[src/include/asc_pkg.sv]
// constants for the auxiliary converter sequencer step setup registers
// assumes a 32-bit axi4-lite slave, word-aligned registers, 12-bit byte address
package asc_pkg;

    // bus geometry
    localparam int ASC_ADDR_W = 12;
    localparam int ASC_DATA_W = 32;
    localparam int ASC_REG_W = 16;
    localparam int ASC_STEP_COUNT = 2;

    // register indices; byte address is four times the index
    localparam logic [9:0] ASC_STEP2_IDX = 10'h092;
    localparam logic [9:0] ASC_STEP3_IDX = 10'h093;

    // reset values
    localparam logic [15:0] ASC_STEP2_RESET = 16'h0002;
    localparam logic [15:0] ASC_STEP3_RESET = 16'h0003;

    // field positions
    localparam int ASC_EN_BIT = 15;
    localparam int ASC_GAIN_HI = 14;
    localparam int ASC_GAIN_LO = 13;
    localparam int ASC_NEG_BIT = 4;
    localparam int ASC_POS_HI = 3;
    localparam int ASC_POS_LO = 0;
    localparam logic [15:0] ASC_WRITE_MASK = 16'hE01F;

    // gain codes and factors
    localparam logic [1:0] ASC_GAIN_CODE_X1 = 2'h0;
    localparam logic [1:0] ASC_GAIN_CODE_X2 = 2'h1;
    localparam logic [2:0] ASC_GAIN_X1 = 3'h1;
    localparam logic [2:0] ASC_GAIN_X2 = 3'h2;
    localparam logic [2:0] ASC_GAIN_X4 = 3'h4;

    // positive input codes
    localparam logic [3:0] ASC_POS_TEMP_A = 4'h8;
    localparam logic [3:0] ASC_POS_SHORT = 4'h9;
    localparam logic [3:0] ASC_POS_DAC_B = 4'hA;
    localparam logic [3:0] ASC_POS_PWR_DIV = 4'hE;

    // internal source one-hot outputs
    localparam int ASC_INT_W = 5;
    localparam int ASC_INT_TEMP = 0;
    localparam int ASC_INT_SHORT = 1;
    localparam int ASC_INT_DAC = 2;
    localparam int ASC_INT_PWR = 3;
    localparam int ASC_INT_OTHER = 4;

    // axi responses
    localparam logic [1:0] ASC_RESP_OKAY = 2'h0;
    localparam logic [1:0] ASC_RESP_SLVERR = 2'h2;

    typedef enum logic [3:0] {
        ASC_WR_IDLE = 4'h1,
        ASC_WR_ADDR = 4'h2,
        ASC_WR_DATA = 4'h4,
        ASC_WR_RESP = 4'h8
    } asc_wr_state_type;

    typedef enum logic [1:0] {
        ASC_RD_IDLE = 2'h1,
        ASC_RD_DATA = 2'h2
    } asc_rd_state_type;

endpackage

[src/hw/asc_step_cfg.sv]
// sequencer step setup registers of the auxiliary converter, axi4-lite slave
// assumes one clock, synchronous reset, bus master on the same clock
//
// Added by the designer: the AXI4-Lite register port.
`timescale 1ns/1ps
module asc_step_cfg
    import asc_pkg::*;
(
    input wire logic clk,
    input wire logic rst,
    input wire logic ce,
    input wire logic [asc_pkg::ASC_ADDR_W-1:0] s_axi_awaddr,
    input wire logic s_axi_awvalid,
    output logic s_axi_awready,
    input wire logic [asc_pkg::ASC_DATA_W-1:0] s_axi_wdata,
    input wire logic [3:0] s_axi_wstrb,
    input wire logic s_axi_wvalid,
    output logic s_axi_wready,
    output logic [1:0] s_axi_bresp,
    output logic s_axi_bvalid,
    input wire logic s_axi_bready,
    input wire logic [asc_pkg::ASC_ADDR_W-1:0] s_axi_araddr,
    input wire logic s_axi_arvalid,
    output logic s_axi_arready,
    output logic [asc_pkg::ASC_DATA_W-1:0] s_axi_rdata,
    output logic [1:0] s_axi_rresp,
    output logic s_axi_rvalid,
    input wire logic s_axi_rready,
    output logic [asc_pkg::ASC_STEP_COUNT-1:0] stepEnable,
    output logic [asc_pkg::ASC_STEP_COUNT-1:0][2:0] stepGainFactor,
    output logic [asc_pkg::ASC_STEP_COUNT-1:0][7:0] stepPosExternal,
    output logic [asc_pkg::ASC_STEP_COUNT-1:0][asc_pkg::ASC_INT_W-1:0] stepPosInternal,
    output logic [asc_pkg::ASC_STEP_COUNT-1:0] stepNegGround,
    output logic [asc_pkg::ASC_STEP_COUNT-1:0] stepNegSeven,
    output logic [asc_pkg::ASC_STEP_COUNT-1:0] stepNegAuto
);
    import asc_pkg::*;

    typedef struct packed {
        asc_wr_state_type wrState;
        asc_rd_state_type rdState;
        logic [ASC_ADDR_W-1:0] awAddr;
        logic [ASC_DATA_W-1:0] wData;
        logic [3:0] wStrb;
        logic awReady;
        logic wReady;
        logic bValid;
        logic [1:0] bResp;
        logic arReady;
        logic rValid;
        logic [ASC_DATA_W-1:0] rData;
        logic [1:0] rResp;
        logic [ASC_STEP_COUNT-1:0][ASC_REG_W-1:0] stepCfg;
        logic [ASC_STEP_COUNT-1:0] stepOn;
        logic [ASC_STEP_COUNT-1:0][2:0] gain;
        logic [ASC_STEP_COUNT-1:0][7:0] posExt;
        logic [ASC_STEP_COUNT-1:0][ASC_INT_W-1:0] posInt;
        logic [ASC_STEP_COUNT-1:0] negGnd;
        logic [ASC_STEP_COUNT-1:0] negSev;
        logic [ASC_STEP_COUNT-1:0] negAut;
    } asc_state_type;

    asc_state_type st_r;
    asc_state_type st_nxt;

    // decoded fields of each step
    logic [ASC_STEP_COUNT-1:0] decOn;
    logic [ASC_STEP_COUNT-1:0][2:0] decGain;
    logic [ASC_STEP_COUNT-1:0][7:0] decPosExt;
    logic [ASC_STEP_COUNT-1:0][ASC_INT_W-1:0] decPosInt;
    logic [ASC_STEP_COUNT-1:0] decNegGnd;
    logic [ASC_STEP_COUNT-1:0] decNegSev;
    logic [ASC_STEP_COUNT-1:0] decNegAut;

    // handshakes
    logic awTake;
    logic wTake;
    logic arTake;
    logic doWrite;
    logic [ASC_ADDR_W-1:0] wrAddr;
    logic [ASC_DATA_W-1:0] wrData;
    logic [3:0] wrStrb;
    logic [ASC_STEP_COUNT-1:0] wrHit;
    logic [ASC_STEP_COUNT-1:0] rdHit;
    logic [ASC_STEP_COUNT-1:0][9:0] stepIdx;
    logic [ASC_STEP_COUNT-1:0][ASC_REG_W-1:0] stepReset;

    // index and reset value of each step register
    assign stepIdx[0] = ASC_STEP2_IDX;
    assign stepIdx[1] = ASC_STEP3_IDX;
    assign stepReset[0] = ASC_STEP2_RESET;
    assign stepReset[1] = ASC_STEP3_RESET;

    genvar gi;
    generate
        for (gi = 0; gi < ASC_STEP_COUNT; gi++)
        begin : g_step
            asc_step_decode u_dec (
                .stepCfg(st_r.stepCfg[gi]),
                .stepOn(decOn[gi]),
                .gainFactor(decGain[gi]),
                .posExternal(decPosExt[gi]),
                .posInternal(decPosInt[gi]),
                .negGround(decNegGnd[gi]),
                .negSeven(decNegSev[gi]),
                .negAuto(decNegAut[gi])
            );
            // word address compare, byte address is index times four
            assign wrHit[gi] = (wrAddr[ASC_ADDR_W-1:2] == stepIdx[gi]);
            assign rdHit[gi] = (s_axi_araddr[ASC_ADDR_W-1:2] == stepIdx[gi]);
        end
    endgenerate

    // merge one write into a register through byte strobes
    function automatic logic [ASC_REG_W-1:0] mergeWrite(
        input logic [ASC_REG_W-1:0] oldVal,
        input logic [ASC_DATA_W-1:0] newVal,
        input logic [3:0] strb
    );
        logic [ASC_REG_W-1:0] res;
        res = oldVal;
        if (strb[0])
        begin
            res[7:0] = newVal[7:0];
        end
        if (strb[1])
        begin
            res[15:8] = newVal[15:8];
        end
        // reserved bits never store
        return res & ASC_WRITE_MASK;
    endfunction

    always_comb
    begin
        awTake = s_axi_awvalid && st_r.awReady;
        wTake = s_axi_wvalid && st_r.wReady;
        arTake = s_axi_arvalid && st_r.arReady;
        wrAddr = (st_r.wrState == ASC_WR_ADDR) ? st_r.awAddr : s_axi_awaddr;
        wrData = (st_r.wrState == ASC_WR_DATA) ? st_r.wData : s_axi_wdata;
        wrStrb = (st_r.wrState == ASC_WR_DATA) ? st_r.wStrb : s_axi_wstrb;
        doWrite = 1'b0;
        st_nxt = st_r;

        // write channel: address and data in either order
        case (st_r.wrState)
            ASC_WR_IDLE:
            begin
                if (awTake && wTake)
                begin
                    doWrite = 1'b1;
                    st_nxt.wrState = ASC_WR_RESP;
                end
                else if (awTake)
                begin
                    st_nxt.awAddr = s_axi_awaddr;
                    st_nxt.wrState = ASC_WR_ADDR;
                end
                else if (wTake)
                begin
                    st_nxt.wData = s_axi_wdata;
                    st_nxt.wStrb = s_axi_wstrb;
                    st_nxt.wrState = ASC_WR_DATA;
                end
            end
            ASC_WR_ADDR:
            begin
                if (wTake)
                begin
                    doWrite = 1'b1;
                    st_nxt.wrState = ASC_WR_RESP;
                end
            end
            ASC_WR_DATA:
            begin
                if (awTake)
                begin
                    doWrite = 1'b1;
                    st_nxt.wrState = ASC_WR_RESP;
                end
            end
            ASC_WR_RESP:
            begin
                if (s_axi_bready)
                begin
                    st_nxt.wrState = ASC_WR_IDLE;
                end
            end
            default:
            begin
                st_nxt.wrState = ASC_WR_IDLE;
            end
        endcase

        // register update and write answer
        if (doWrite)
        begin
            st_nxt.bResp = (|wrHit) ? ASC_RESP_OKAY : ASC_RESP_SLVERR;
            for (int i = 0; i < ASC_STEP_COUNT; i++)
            begin
                if (wrHit[i])
                begin
                    st_nxt.stepCfg[i] = mergeWrite(st_r.stepCfg[i], wrData, wrStrb);
                end
            end
        end
        st_nxt.bValid = (st_nxt.wrState == ASC_WR_RESP);
        st_nxt.awReady = (st_nxt.wrState == ASC_WR_IDLE) || (st_nxt.wrState == ASC_WR_DATA);
        st_nxt.wReady = (st_nxt.wrState == ASC_WR_IDLE) || (st_nxt.wrState == ASC_WR_ADDR);

        // read channel
        case (st_r.rdState)
            ASC_RD_IDLE:
            begin
                if (arTake)
                begin
                    st_nxt.rData = '0;
                    st_nxt.rResp = ASC_RESP_SLVERR;
                    for (int i = 0; i < ASC_STEP_COUNT; i++)
                    begin
                        if (rdHit[i])
                        begin
                            // upper bits and reserved bits read zero
                            st_nxt.rData = {16'h0000, st_r.stepCfg[i] & ASC_WRITE_MASK};
                            st_nxt.rResp = ASC_RESP_OKAY;
                        end
                    end
                    st_nxt.rdState = ASC_RD_DATA;
                end
            end
            ASC_RD_DATA:
            begin
                if (s_axi_rready)
                begin
                    st_nxt.rdState = ASC_RD_IDLE;
                end
            end
            default:
            begin
                st_nxt.rdState = ASC_RD_IDLE;
            end
        endcase
        st_nxt.rValid = (st_nxt.rdState == ASC_RD_DATA);
        st_nxt.arReady = (st_nxt.rdState == ASC_RD_IDLE);

        // registered routing outputs
        st_nxt.stepOn = decOn;
        st_nxt.gain = decGain;
        st_nxt.posExt = decPosExt;
        st_nxt.posInt = decPosInt;
        st_nxt.negGnd = decNegGnd;
        st_nxt.negSev = decNegSev;
        st_nxt.negAut = decNegAut;
    end

    always_ff @(posedge clk)
    begin
        if (rst)
        begin
            st_r <= '0;
            st_r.wrState <= ASC_WR_IDLE;
            st_r.rdState <= ASC_RD_IDLE;
            st_r.awReady <= 1'b1;
            st_r.wReady <= 1'b1;
            st_r.arReady <= 1'b1;
            st_r.stepCfg[0] <= ASC_STEP2_RESET;
            st_r.stepCfg[1] <= ASC_STEP3_RESET;
        end
        else if (ce)
        begin
            st_r <= st_nxt;
        end
    end

    // outputs straight from the state register
    assign s_axi_awready = st_r.awReady;
    assign s_axi_wready = st_r.wReady;
    assign s_axi_bresp = st_r.bResp;
    assign s_axi_bvalid = st_r.bValid;
    assign s_axi_arready = st_r.arReady;
    assign s_axi_rdata = st_r.rData;
    assign s_axi_rresp = st_r.rResp;
    assign s_axi_rvalid = st_r.rValid;
    assign stepEnable = st_r.stepOn;
    assign stepGainFactor = st_r.gain;
    assign stepPosExternal = st_r.posExt;
    assign stepPosInternal = st_r.posInt;
    assign stepNegGround = st_r.negGnd;
    assign stepNegSeven = st_r.negSev;
    assign stepNegAuto = st_r.negAut;

endmodule // asc_step_cfg

[src/hw/asc_step_decode.sv]
// decodes one step setup word into routing and gain selects
// assumes a registered setup word; purely combinational
`timescale 1ns/1ps
module asc_step_decode
    import asc_pkg::*;
(
    input wire logic [asc_pkg::ASC_REG_W-1:0] stepCfg,
    output logic stepOn,
    output logic [2:0] gainFactor,
    output logic [7:0] posExternal,
    output logic [asc_pkg::ASC_INT_W-1:0] posInternal,
    output logic negGround,
    output logic negSeven,
    output logic negAuto
);
    logic [3:0] posCode;
    logic [1:0] gainCode;

    always_comb
    begin
        posCode = stepCfg[ASC_POS_HI:ASC_POS_LO];
        gainCode = stepCfg[ASC_GAIN_HI:ASC_GAIN_LO];
        stepOn = stepCfg[ASC_EN_BIT];
        // gain 1, 2, else 4
        case (gainCode)
            ASC_GAIN_CODE_X1: gainFactor = ASC_GAIN_X1;
            ASC_GAIN_CODE_X2: gainFactor = ASC_GAIN_X2;
            default: gainFactor = ASC_GAIN_X4;
        endcase
        posExternal = '0;
        posInternal = '0;
        if (!posCode[3])
        begin
            posExternal[posCode[2:0]] = 1'b1;
        end
        else
        begin
            case (posCode)
                ASC_POS_TEMP_A: posInternal[ASC_INT_TEMP] = 1'b1;
                ASC_POS_SHORT: posInternal[ASC_INT_SHORT] = 1'b1;
                ASC_POS_DAC_B: posInternal[ASC_INT_DAC] = 1'b1;
                ASC_POS_PWR_DIV: posInternal[ASC_INT_PWR] = 1'b1;
                default: posInternal[ASC_INT_OTHER] = 1'b1;
            endcase
        end
        // internal sources pick the negative input themselves
        negAuto = posCode[3];
        negSeven = !posCode[3] && stepCfg[ASC_NEG_BIT];
        negGround = !posCode[3] && !stepCfg[ASC_NEG_BIT];
    end
endmodule // asc_step_decode

[config.mk]
export PLATFORM = sky130hd
export DESIGN_NAME = asc_step_cfg
export DESIGN_NICKNAME = d
export VERILOG_FILES = /design/src/include/asc_pkg.sv /design/src/hw/asc_step_cfg.sv /design/src/hw/asc_step_decode.sv
export SDC_FILE = /design/constraint.sdc
export NUM_CORES = 1
export LEC_CHECK = 0
export BUFFER_PORTS_ARGS = -buffer_cell sky130_fd_sc_hd__buf_4
export CORE_MARGIN = 8
export CORE_UTILIZATION = 45
export DETAILED_ROUTE_END_ITERATION = 8
export PLACE_DENSITY = 0.83
export SLEW_MARGIN = 15
export SYNTH_ARGS = -nofsm -noshare
export SYNTH_HDL_FRONTEND = slang
export SYNTH_SLANG_ARGS = --single-unit
[constraint.sdc]
create_clock -name clk -period 7 [get_ports clk]
set_input_delay 2.1 -clock clk [delete_from_list [all_inputs] [get_ports clk]]
set_output_delay 2.1 -clock clk [all_outputs]
set_load 0.005 [all_outputs]
==> results.sh, run 1 <==
export IMPL_status="complete, no violations"
export IMPL_worstMarginPinSlew_ns=0.978
export IMPL_worstPathArrival_ns=4.11
export IMPL_ys_ff_latch=97
export IMPL_wl_met1_um=4850
export IMPL_routed_top_layer="met4"
export IMPL_ctsHoldBuffers=0
export IMPL_wl_met2_um=5230
export IMPL_powerDensity_nw_per_um2=204
export IMPL_rows=37
export IMPL_post_route_min_period_ns=3.81
export IMPL_place_hpwl_um=7910
export IMPL_critical_path_max_fanout=42
export IMPL_clock_sinks=97
export IMPL_path_clk_slew_ns=0.10
export IMPL_port_buffers=92
export IMPL_hold_ws_ns=0.470
export IMPL_pre_cts_slack_ns=2.86
export IMPL_report_final_slew_viol_count=0
export IMPL_max_cap_violations=0
export IMPL_stdcell_count=711
export IMPL_grt_pass1_wl_um=17600
export IMPL_antenna_found_initial=0
export IMPL_gp_congestion=0.816
export IMPL_grt_pass1_vias=3666
export IMPL_core_um2=10300
export IMPL_relSlewSlack=0.346
export IMPL_ir_worst_vdd_uv=114
export IMPL_dieArea_um2=14100
export IMPL_synth_async_reset_ratio=0
export IMPL_wl_um=10900
export IMPL_post_drt_wl_per_cell_um=15.4
export IMPL_first_pass_iters=5
export IMPL_fin_area_um2=5240
export IMPL_finalWorstSetupSlack_ns=3.19
export IMPL_cts_inserted_buffers=9
export IMPL_slowest_stage="nor2_1"
export IMPL_cts_htree_levels=3
export IMPL_period_share=0.545
export IMPL_drc=0
export IMPL_ys_flop_type="dfxtp_1"
export IMPL_synth_cell_types=49
export IMPL_postCtsSetupRepairBufs=0
export IMPL_dpl_cell_area_um2=5030
export IMPL_cp_buffers_inverters=1
export IMPL_grt_max_degree=71
export IMPL_crit_family="simple AND/OR/NAND/NOR gates"
export IMPL_setup_violations=0
export IMPL_critical_path_class="input port to register"
export IMPL_root_buffer="clkbuf_8"
export IMPL_ios=149
export IMPL_path_cells="buf_4, nand4_1, nor2_1, a22oi_1, nor2_1"
export IMPL_tns_ns=0
export IMPL_synth_edff_count=0
export IMPL_place_inst=695
export IMPL_synth_area_um2=4760
export IMPL_start_kind="input port"
export IMPL_rsz0062_at_grt="false"
export IMPL_grtUsageTotal=0.150
export IMPL_synthCells=548
export IMPL_clock_fmax_mhz=262
export IMPL_clock_path_buffers=2
export IMPL_drtIter0Drc=270
export IMPL_cts_tree="done"
export IMPL_final_hold_viol_count=0
export IMPL_ant_nets=0
export IMPL_overflow=0
export IMPL_max_stage_delay_ns=0.70
export IMPL_postSynthAreaPerCell_um2=8.69
export IMPL_yosysSeqAreaShare=0.408
export IMPL_insertion_delay_ns=0.37
export IMPL_required_ns=7.29
export IMPL_diodes=0
export IMPL_vias=3677
export IMPL_power_leakage_nw=2.25
export IMPL_synth_warnings=0
export IMPL_die_w_um=119
export IMPL_start_util=0.463
export IMPL_cpMostUsedCell="nor2_1"
export IMPL_fin_skew_ns=0.0127
export IMPL_hold_path_class="register to register"
export IMPL_layout_drive_gt1_share=0.223
export IMPL_wl_met3_um=695
export IMPL_end_kind="register"
export IMPL_post_cts_resized=0
export IMPL_die_h_um=119
export IMPL_nets=640
export IMPL_area_growth_pct=10.1
export IMPL_via_per_inst=5.17
-- layout make-up --
class | instances | area, um2
Clock inverter | 7 | 83.8
Fill cell | 971 | 5040
Tap cell | 136 | 170
Clock buffer | 9 | 124
Sequential cell | 97 | 1940
Inverter | 4 | 15.0
Multi-Input combinational cell | 364 | 2200
Timing Repair Buffer | 94 | 706
-- power by group --
group / total, W / switching [W] / leakage, nW / internal, W
Clock: 0.000382 / 0.000210 / 0.103 / 0.000172
Combinational: 0.000110 / 0.0000617 / 1.36 / 0.0000485
Sequential: 0.000576 / 0.0000114 / 0.786 / 0.000564
Total: 0.00107 / 0.000283 / 2.25 / 0.000785
-- sequential cells by signal, summed over array words and instances (netlist names), 2 cells and up --
register         flops
stepPosInternal     10
stepNegAuto          2
stepPosExternal     16
stepGainFactor       6
stepEnable           2
st_r                42
stepNegSeven         2
s_axi_rdata          8
stepNegGround        2
-- cells in the mapped netlist (all sizes together), types with 3 or more instances --
library cell	number	area share
or4b	3	0.0071
clkbuf	21	0.017
nand4	11	0.014
nor2	62	0.049
mux2	20	0.047
inv	4	0.0032
a22oi	14	0.022
nor2b	25	0.033
nand3	21	0.025
mux2i	32	0.067
dfxtp	97	0.41
nor4b	4	0.0087
o21ai	8	0.0084
nor3	10	0.011
a21oi	42	0.044
a211oi	3	0.0074
nand2	50	0.039
nand3b	4	0.0063
buf	87	0.13
a31oi	3	0.0039
-- worst reg2reg max path, stage by stage, from the launching register on --
cell and delay [ns]:
dfxtp_1 0.50, nor4b_2 0.85, nand3_2 0.26, a211oi_1 0.38
nand3_1 0.25, mux2_1 0.38
-- metrics by stage --
stage / power [W] / utilization
after floorplan: 0.000670 / -
after global placement: 0.000693 / 0.490
after detailed placement: 0.000697 / 0.490
after CTS: 0.00108 / 0.510
after global routing: 0.00111 / 0.510
final: 0.00107 / 0.510
-- routing by layer --
layer | up-vias | track usage
li1 | 1825 | -
met1 | 1737 | 0.181
met2 | 105 | 0.243
met3 | 10 | 0.0487
met4 | 0 | 0.0617
met5 | - | 0
-- cells in the final DEF (no fill, tap or decap), types with 2 or more instances in the layout --
cell type / Yosys / final
a211oi_1: 2 / 2
a21o_1: 2 / 2
a21oi_1: 42 / 42
a221o_1: 2 / 2
a22oi_1: 14 / 14
a31oi_1: 3 / 3
a32oi_1: 2 / 2
and2_1: 2 / 2
and4_1: 2 / 2
buf_4: 76 / 94
clkbuf_8: 0 / 9
conb_1: 1 / 26
dfxtp_1: 97 / 97
ha_1: 2 / 2
inv_1: 4 / 4
inv_6: 0 / 3
mux2_1: 12 / 12
mux2_2: 8 / 8
mux2i_1: 32 / 32
nand2_1: 50 / 50
nand3_1: 18 / 18
nand3_2: 3 / 3
nand3b_1: 4 / 4
nand4_1: 11 / 11
nor2_1: 62 / 62
nor2b_1: 25 / 25
nor3_1: 10 / 10
nor4b_1: 3 / 3
o21ai_0: 7 / 7
or4b_1: 2 / 2
-- worst paths after layout --
| check | start | endpoint | slack (ns) | cells after the start |
|---|---|---|---|---|
| min | stepPosExternal[9] | stepPosExternal[9] | 0.47 | 2 |
| min reg2reg | stepPosExternal[9] | stepPosExternal[9] | 0.47 | 2 |
| max reg2reg | st_r[165] | st_r[69] | 4.28 | 5 |
| max | ce | s_axi_rdata[1] | 3.19 | 5 |
-- kinds of logic (layout without fill, tap and decap cells) --
kind of cell / count (synthesis) / after routing / share of synthesized area
compound gates: 82 / 82 / 0.108
xor+xnor: 1 / 1 / 0.00184
fa+ha+maj: 2 / 2 / 0.00526
buf+inv: 112 / 114 / 0.151
flops: 97 / 97 / 0.408
mux: 52 / 52 / 0.115
other cells: 1 / 26 / 0.000788
simple gates: 201 / 201 / 0.211
(Power assumes the default switching activity.)
==> inputs of run 2 (changes only) <==
- PLACE_DENSITY: 0.83 -> 0.86
- clock period: 7 -> 3.2 ns (I/O delays scaled with it)
==> run 2 against run 1 <==
Net effect:
- non-clock buffer count up 5
- wire length down 0.80%
- sequential share of layout area down 0.24 points
- combinational power up 120%
- critical path type is now register to register
==> results.sh, run 2 (same netlist as run 1, synthesis figures left out) <==
export IMPL_ant_nets=0
export IMPL_overflow=0
export IMPL_whs_endpoint="stepPosInternal[1]"
export IMPL_required_ns=3.44
export IMPL_cts_inserted_buffers=9
export IMPL_worstHoldStart="stepPosInternal[1]"
export IMPL_num_fill_cells=988
export IMPL_r2r_start="st_r[164]"
export IMPL_regToRegEndpoint="st_r[55]"
export IMPL_status="complete, no violations"
export IMPL_first_pass_iters=5
export IMPL_core_um2=10300
export IMPL_antenna_found_initial=0
export IMPL_drc=0
export IMPL_critical_path_class="register to register"
export IMPL_die_w_um=119
export IMPL_diodes=0
export IMPL_grt_pass1_vias=3716
export IMPL_slowest_stage="nor4b_1"
export IMPL_largest_register_ff_count=42
export IMPL_regArea_um2=1940
export IMPL_hold_ws_ns=0.467
export IMPL_powerDensity_nw_per_um2=438
export IMPL_p_sw_w=0.000580
export IMPL_p_seq_frac=0.545
export IMPL_setup_violations=0
export IMPL_p_sw_frac=0.251
export IMPL_top_register="st_r"
export IMPL_place_hpwl_um=8200
export IMPL_dieArea_um2=14100
export IMPL_rows=37
export IMPL_period_share=0.801
export IMPL_postCtsSetupRepairBufs=0
export IMPL_start_kind="register"
export IMPL_root_buffer="clkbuf_8"
export IMPL_crit_family="simple AND/OR/NAND/NOR gates"
export IMPL_clock_path_buffers=2
export IMPL_p_int_w=0.00173
export IMPL_insertion_delay_ns=0.36
export IMPL_via_per_inst=5.16
export IMPL_gp_congestion=0.786
export IMPL_ir_worst_vdd_uv=220
export IMPL_start_util=0.463
export IMPL_post_route_min_period_ns=2.56
export IMPL_report_final_slew_viol_count=0
export IMPL_grtUsageTotal=0.149
export IMPL_wl_um=10900
export IMPL_nets=645
export IMPL_crit_start="st_r[164]"
export IMPL_rrSetupSlack_ns=0.64
export IMPL_cts_htree_levels=3
export IMPL_final_common_cell="buf_4"
export IMPL_worstMarginPinSlew_ns=0.934
export IMPL_worstPathArrival_ns=2.80
export IMPL_ios=149
export IMPL_post_cts_resized=0
export IMPL_layout_drive_gt1_share=0.228
export IMPL_relSlewSlack=0.368
export IMPL_power_leakage_nw=2.27
export IMPL_cp_buffers_inverters=0
export IMPL_die_h_um=119
export IMPL_clkPwrFrac=0.350
export IMPL_multiInputGateArea_um2=2200
export IMPL_final_hold_viol_count=0
export IMPL_crit_cells=5
export IMPL_end_kind="register"
export IMPL_grt_pass1_wl_um=17600
export IMPL_rsz0062_at_grt="false"
export IMPL_clock_fmax_mhz=390
export IMPL_fin_skew_ns=0.0104
export IMPL_post_drt_wl_per_cell_um=15.2
export IMPL_path_cells="nor4b_1, nand4_1, o31ai_2, nand3_1, mux2_1"
export IMPL_drtIter0Drc=215
export IMPL_max_cap_violations=0
export IMPL_grt_max_degree=73
export IMPL_area_growth_pct=10.8
export IMPL_vias=3693
export IMPL_port_buffers=92
export IMPL_hold_depth=2
export IMPL_clock_sinks=97
export IMPL_tns_ns=0
export IMPL_ctsHoldBuffers=0
export IMPL_reg2regPathDepth=5
export IMPL_max_stage_delay_ns=0.80
export IMPL_layout_common_cells="99 x buf_4, 97 x dfxtp_1, 62 x nor2_1"
export IMPL_critical_path_max_fanout=10
export IMPL_cts_tree="done"
export IMPL_hold_path_class="register to register"
export IMPL_path_clk_slew_ns=0.10
export IMPL_p_comb_frac=0.105
run 2: changes by cell type in the layout (fill, tap and decap cells not counted), sizes merged:
cell      change
buf           +5
inv           -3
clkbuf        +2
clkinvlp      +1
run 2: power groups by stage:
stage	sequential, W	combinational [W]	clock, W
floorplan	0.00128	0.000191	0
global placement	0.00128	0.000233	0
detailed placement	0.00129	0.000243	0
CTS	0.00126	0.000243	0.000831
global route	0.00126	0.000269	0.000880
finish	0.00126	0.000243	0.000807
run 2: routing by layer:
metal / wire [um] / GRT usage / vias up / part of all wire
met5: 0 / 0 / - / 0
met4: 214 / 0.0522 / 0 / 0.020
met3: 791 / 0.0524 / 18 / 0.073
met2: 5220 / 0.249 / 112 / 0.48
met1: 4630 / 0.175 / 1733 / 0.43
li1: - / - / 1830 / -
run 2: through the flow:
stage	area (um2)	cells	util	setup WS, ns	total power (W)
floorplan	4850	573	-	0.707	0.00147
global placement	5070	700	0.493	0.339	0.00152
detailed placement	5070	700	0.493	0.266	0.00153
CTS	5270	716	0.513	0.631	0.00233
global route	5270	716	0.513	0.368	0.00241
finish	5270	716	0.513	0.636	0.00231
run 2: tightest hold or removal path, delay by kind of cell (launching register included):
| family | cells | cell delay, ns |
|---|---|---|
| AO/OA/AOI/OAI | 1 | 0.05 |
| flip-flops | 1 | 0.32 |
| AND/OR/NAND/NOR | 1 | 0.06 |
run 2: final cells by class:
cell class | count | area share
clock buffers | 11 | 0.0268
clock inverters | 5 | 0.0119
inverters | 4 | 0.00285
multi-input cells | 364 | 0.417
flip-flops and latches | 97 | 0.368
well taps | 136 | 0.0323
repair buffers | 99 | 0.141
run 2: worst max-delay path by stage:
| stage | endpoint | slack, ns |
|---|---|---|
| after floorplan | st_r[53] | 0.71 |
| final | st_r[55] | 0.64 |
| after global routing | st_r[55] | 0.37 |
| after detailed placement | st_r[55] | 0.27 |
| after global placement | st_r[53] | 0.34 |
| after CTS | st_r[55] | 0.63 |
==> inputs of run 3 (changes only) <==
- PLACE_DENSITY: 0.86 -> 0.83
- clock period: 3.2 -> 2.6 ns (I/O delays scaled with it)
==> run 3 against run 2 <==
Net effect:
- clock skew shrank 0.0042 ns
- cell area up 1.5%
- sequential share of layout area is 0.56 points lower
- cell count is 0.70% higher
- flip-flop and latch count unchanged
- core utilization grew 0.79 points
- power rose by 30%
==> results.sh, run 3 (same netlist as run 1, synthesis figures left out) <==
export IMPL_status="complete, no violations"
export IMPL_setup_violations=0
export IMPL_relSlewSlack=0.562
export IMPL_post_drt_wl_per_cell_um=15.6
export IMPL_max_cap_violations=0
export IMPL_required_ns=2.85
export IMPL_post_cts_resized=0
export IMPL_layout_drive_gt1_share=0.236
export IMPL_diodes=0
export IMPL_grt_pass1_wl_um=18200
export IMPL_nets=650
export IMPL_clock_path_buffers=2
export IMPL_tns_ns=0
export IMPL_drtIter0Drc=314
export IMPL_core_um2=10300
export IMPL_report_final_slew_viol_count=0
export IMPL_rsz0062_at_grt="false"
export IMPL_die_h_um=119
export IMPL_powerDensity_nw_per_um2=561
export IMPL_vias=3752
export IMPL_start_kind="register"
export IMPL_insertion_delay_ns=0.36
export IMPL_post_route_min_period_ns=2.50
export IMPL_hold_depth=2
export IMPL_cts_inserted_buffers=9
export IMPL_port_buffers=92
export IMPL_place_hpwl_um=8280
export IMPL_critical_path_class="register to register"
export IMPL_antenna_found_initial=0
export IMPL_clock_sinks=97
export IMPL_cts_tree="done"
export IMPL_cts_htree_levels=3
export IMPL_worstMarginPinSlew_ns=0.656
export IMPL_layout_common_cells="103 x buf_4, 97 x dfxtp_1, 62 x nor2_1"
export IMPL_first_pass_iters=4
export IMPL_num_fill_cells=962
export IMPL_postCtsSetupRepairBufs=0
export IMPL_top_register="st_r"
export IMPL_path_clk_slew_ns=0.10
export IMPL_largest_register_ff_count=42
export IMPL_drc=0
export IMPL_start_util=0.463
export IMPL_worstHoldStart="stepNegSeven[0]"
export IMPL_r2r_start="st_r[163]"
export IMPL_fin_skew_ns=0.00623
export IMPL_hold_ws_ns=0.468
export IMPL_root_buffer="clkbuf_8"
export IMPL_critical_path_max_fanout=9
export IMPL_gp_congestion=0.808
export IMPL_ios=149
export IMPL_ant_nets=0
export IMPL_grtUsageTotal=0.155
export IMPL_via_per_inst=5.20
export IMPL_end_kind="register"
export IMPL_dieArea_um2=14100
export IMPL_worstPathArrival_ns=2.75
export IMPL_grt_pass1_vias=3718
export IMPL_ir_worst_vdd_uv=251
export IMPL_reg2regPathDepth=5
export IMPL_overflow=0
export IMPL_area_growth_pct=12.5
export IMPL_ctsHoldBuffers=0
export IMPL_clock_fmax_mhz=400
export IMPL_final_hold_viol_count=0
export IMPL_rows=37
export IMPL_wl_um=11200
export IMPL_crit_start="st_r[163]"
export IMPL_die_w_um=119
export IMPL_grt_max_degree=63
export IMPL_power_leakage_nw=2.32
export IMPL_final_common_cell="buf_4"
export IMPL_period_share=0.961
export IMPL_hold_path_class="register to register"
run 3: cell types whose count changed in the layout (fill, tap and decap cells not counted), sizes merged:
cell | previous run | this run
inv | 5 | 7
buf | 99 | 104
bufinv | 1 | 2
clkbuf | 11 | 10
clkinvlp | 2 | 0
run 3: area by class of cell:
cell class / instances / area [um2] / share of cell area
repair buffers: 104 / 793 / 0.148
clock inverters: 6 / 97.6 / 0.0182
well taps: 136 / 170 / 0.0318
inverters: 4 / 15.0 / 0.00280
flip-flops and latches: 97 / 1940 / 0.363
multi-input cells: 364 / 2200 / 0.411
clock buffers: 10 / 138 / 0.0257
run 3: power by group:
group / internal, W / switching (W)
Sequential: 0.00152 / 0.0000318
Combinational: 0.000139 / 0.000171
Clock: 0.000584 / 0.000556
Total: 0.00224 / 0.000759
run 3: final timing paths:
kind                                        end  slack [ns]
worst max-delay path                   st_r[71]        0.10
worst min-delay path            stepNegSeven[0]        0.47
worst max register to register         st_r[71]        0.10
worst min register to register  stepNegSeven[0]        0.47
run 3: worst max-delay path, cell delays in order, from the launching register on:
cell and delay [ns]:
dfxtp_1 0.52, or4b_4 0.54, o22a_1 0.31, a211oi_1 0.41
nand3_1 0.24, mux2_1 0.37
run 3: metrics by stage:
stage | instances | setup WS [ns] | utilization | cell area, um2 | total power [W]
2_1_floorplan | 573 | 0.287 | - | 4850 | 0.00181
3_3_place_gp | 705 | 0.165 | 0.498 | 5120 | 0.00187
3_5_place_dp | 705 | 0.0225 | 0.498 | 5120 | 0.00189
4_1_cts | 721 | 0.135 | 0.521 | 5350 | 0.00302
5_1_grt | 721 | 0.0295 | 0.521 | 5350 | 0.00312
6_report | 721 | 0.102 | 0.521 | 5350 | 0.00300
run 3: routing by layer:
| metal | part of all wire | global-route usage |
|---|---|---|
| met3 | 0.075 | 0.0482 |
| met1 | 0.43 | 0.182 |
| met4 | 0.017 | 0.0577 |
| met2 | 0.47 | 0.259 |
| met5 | 0 | 0 |
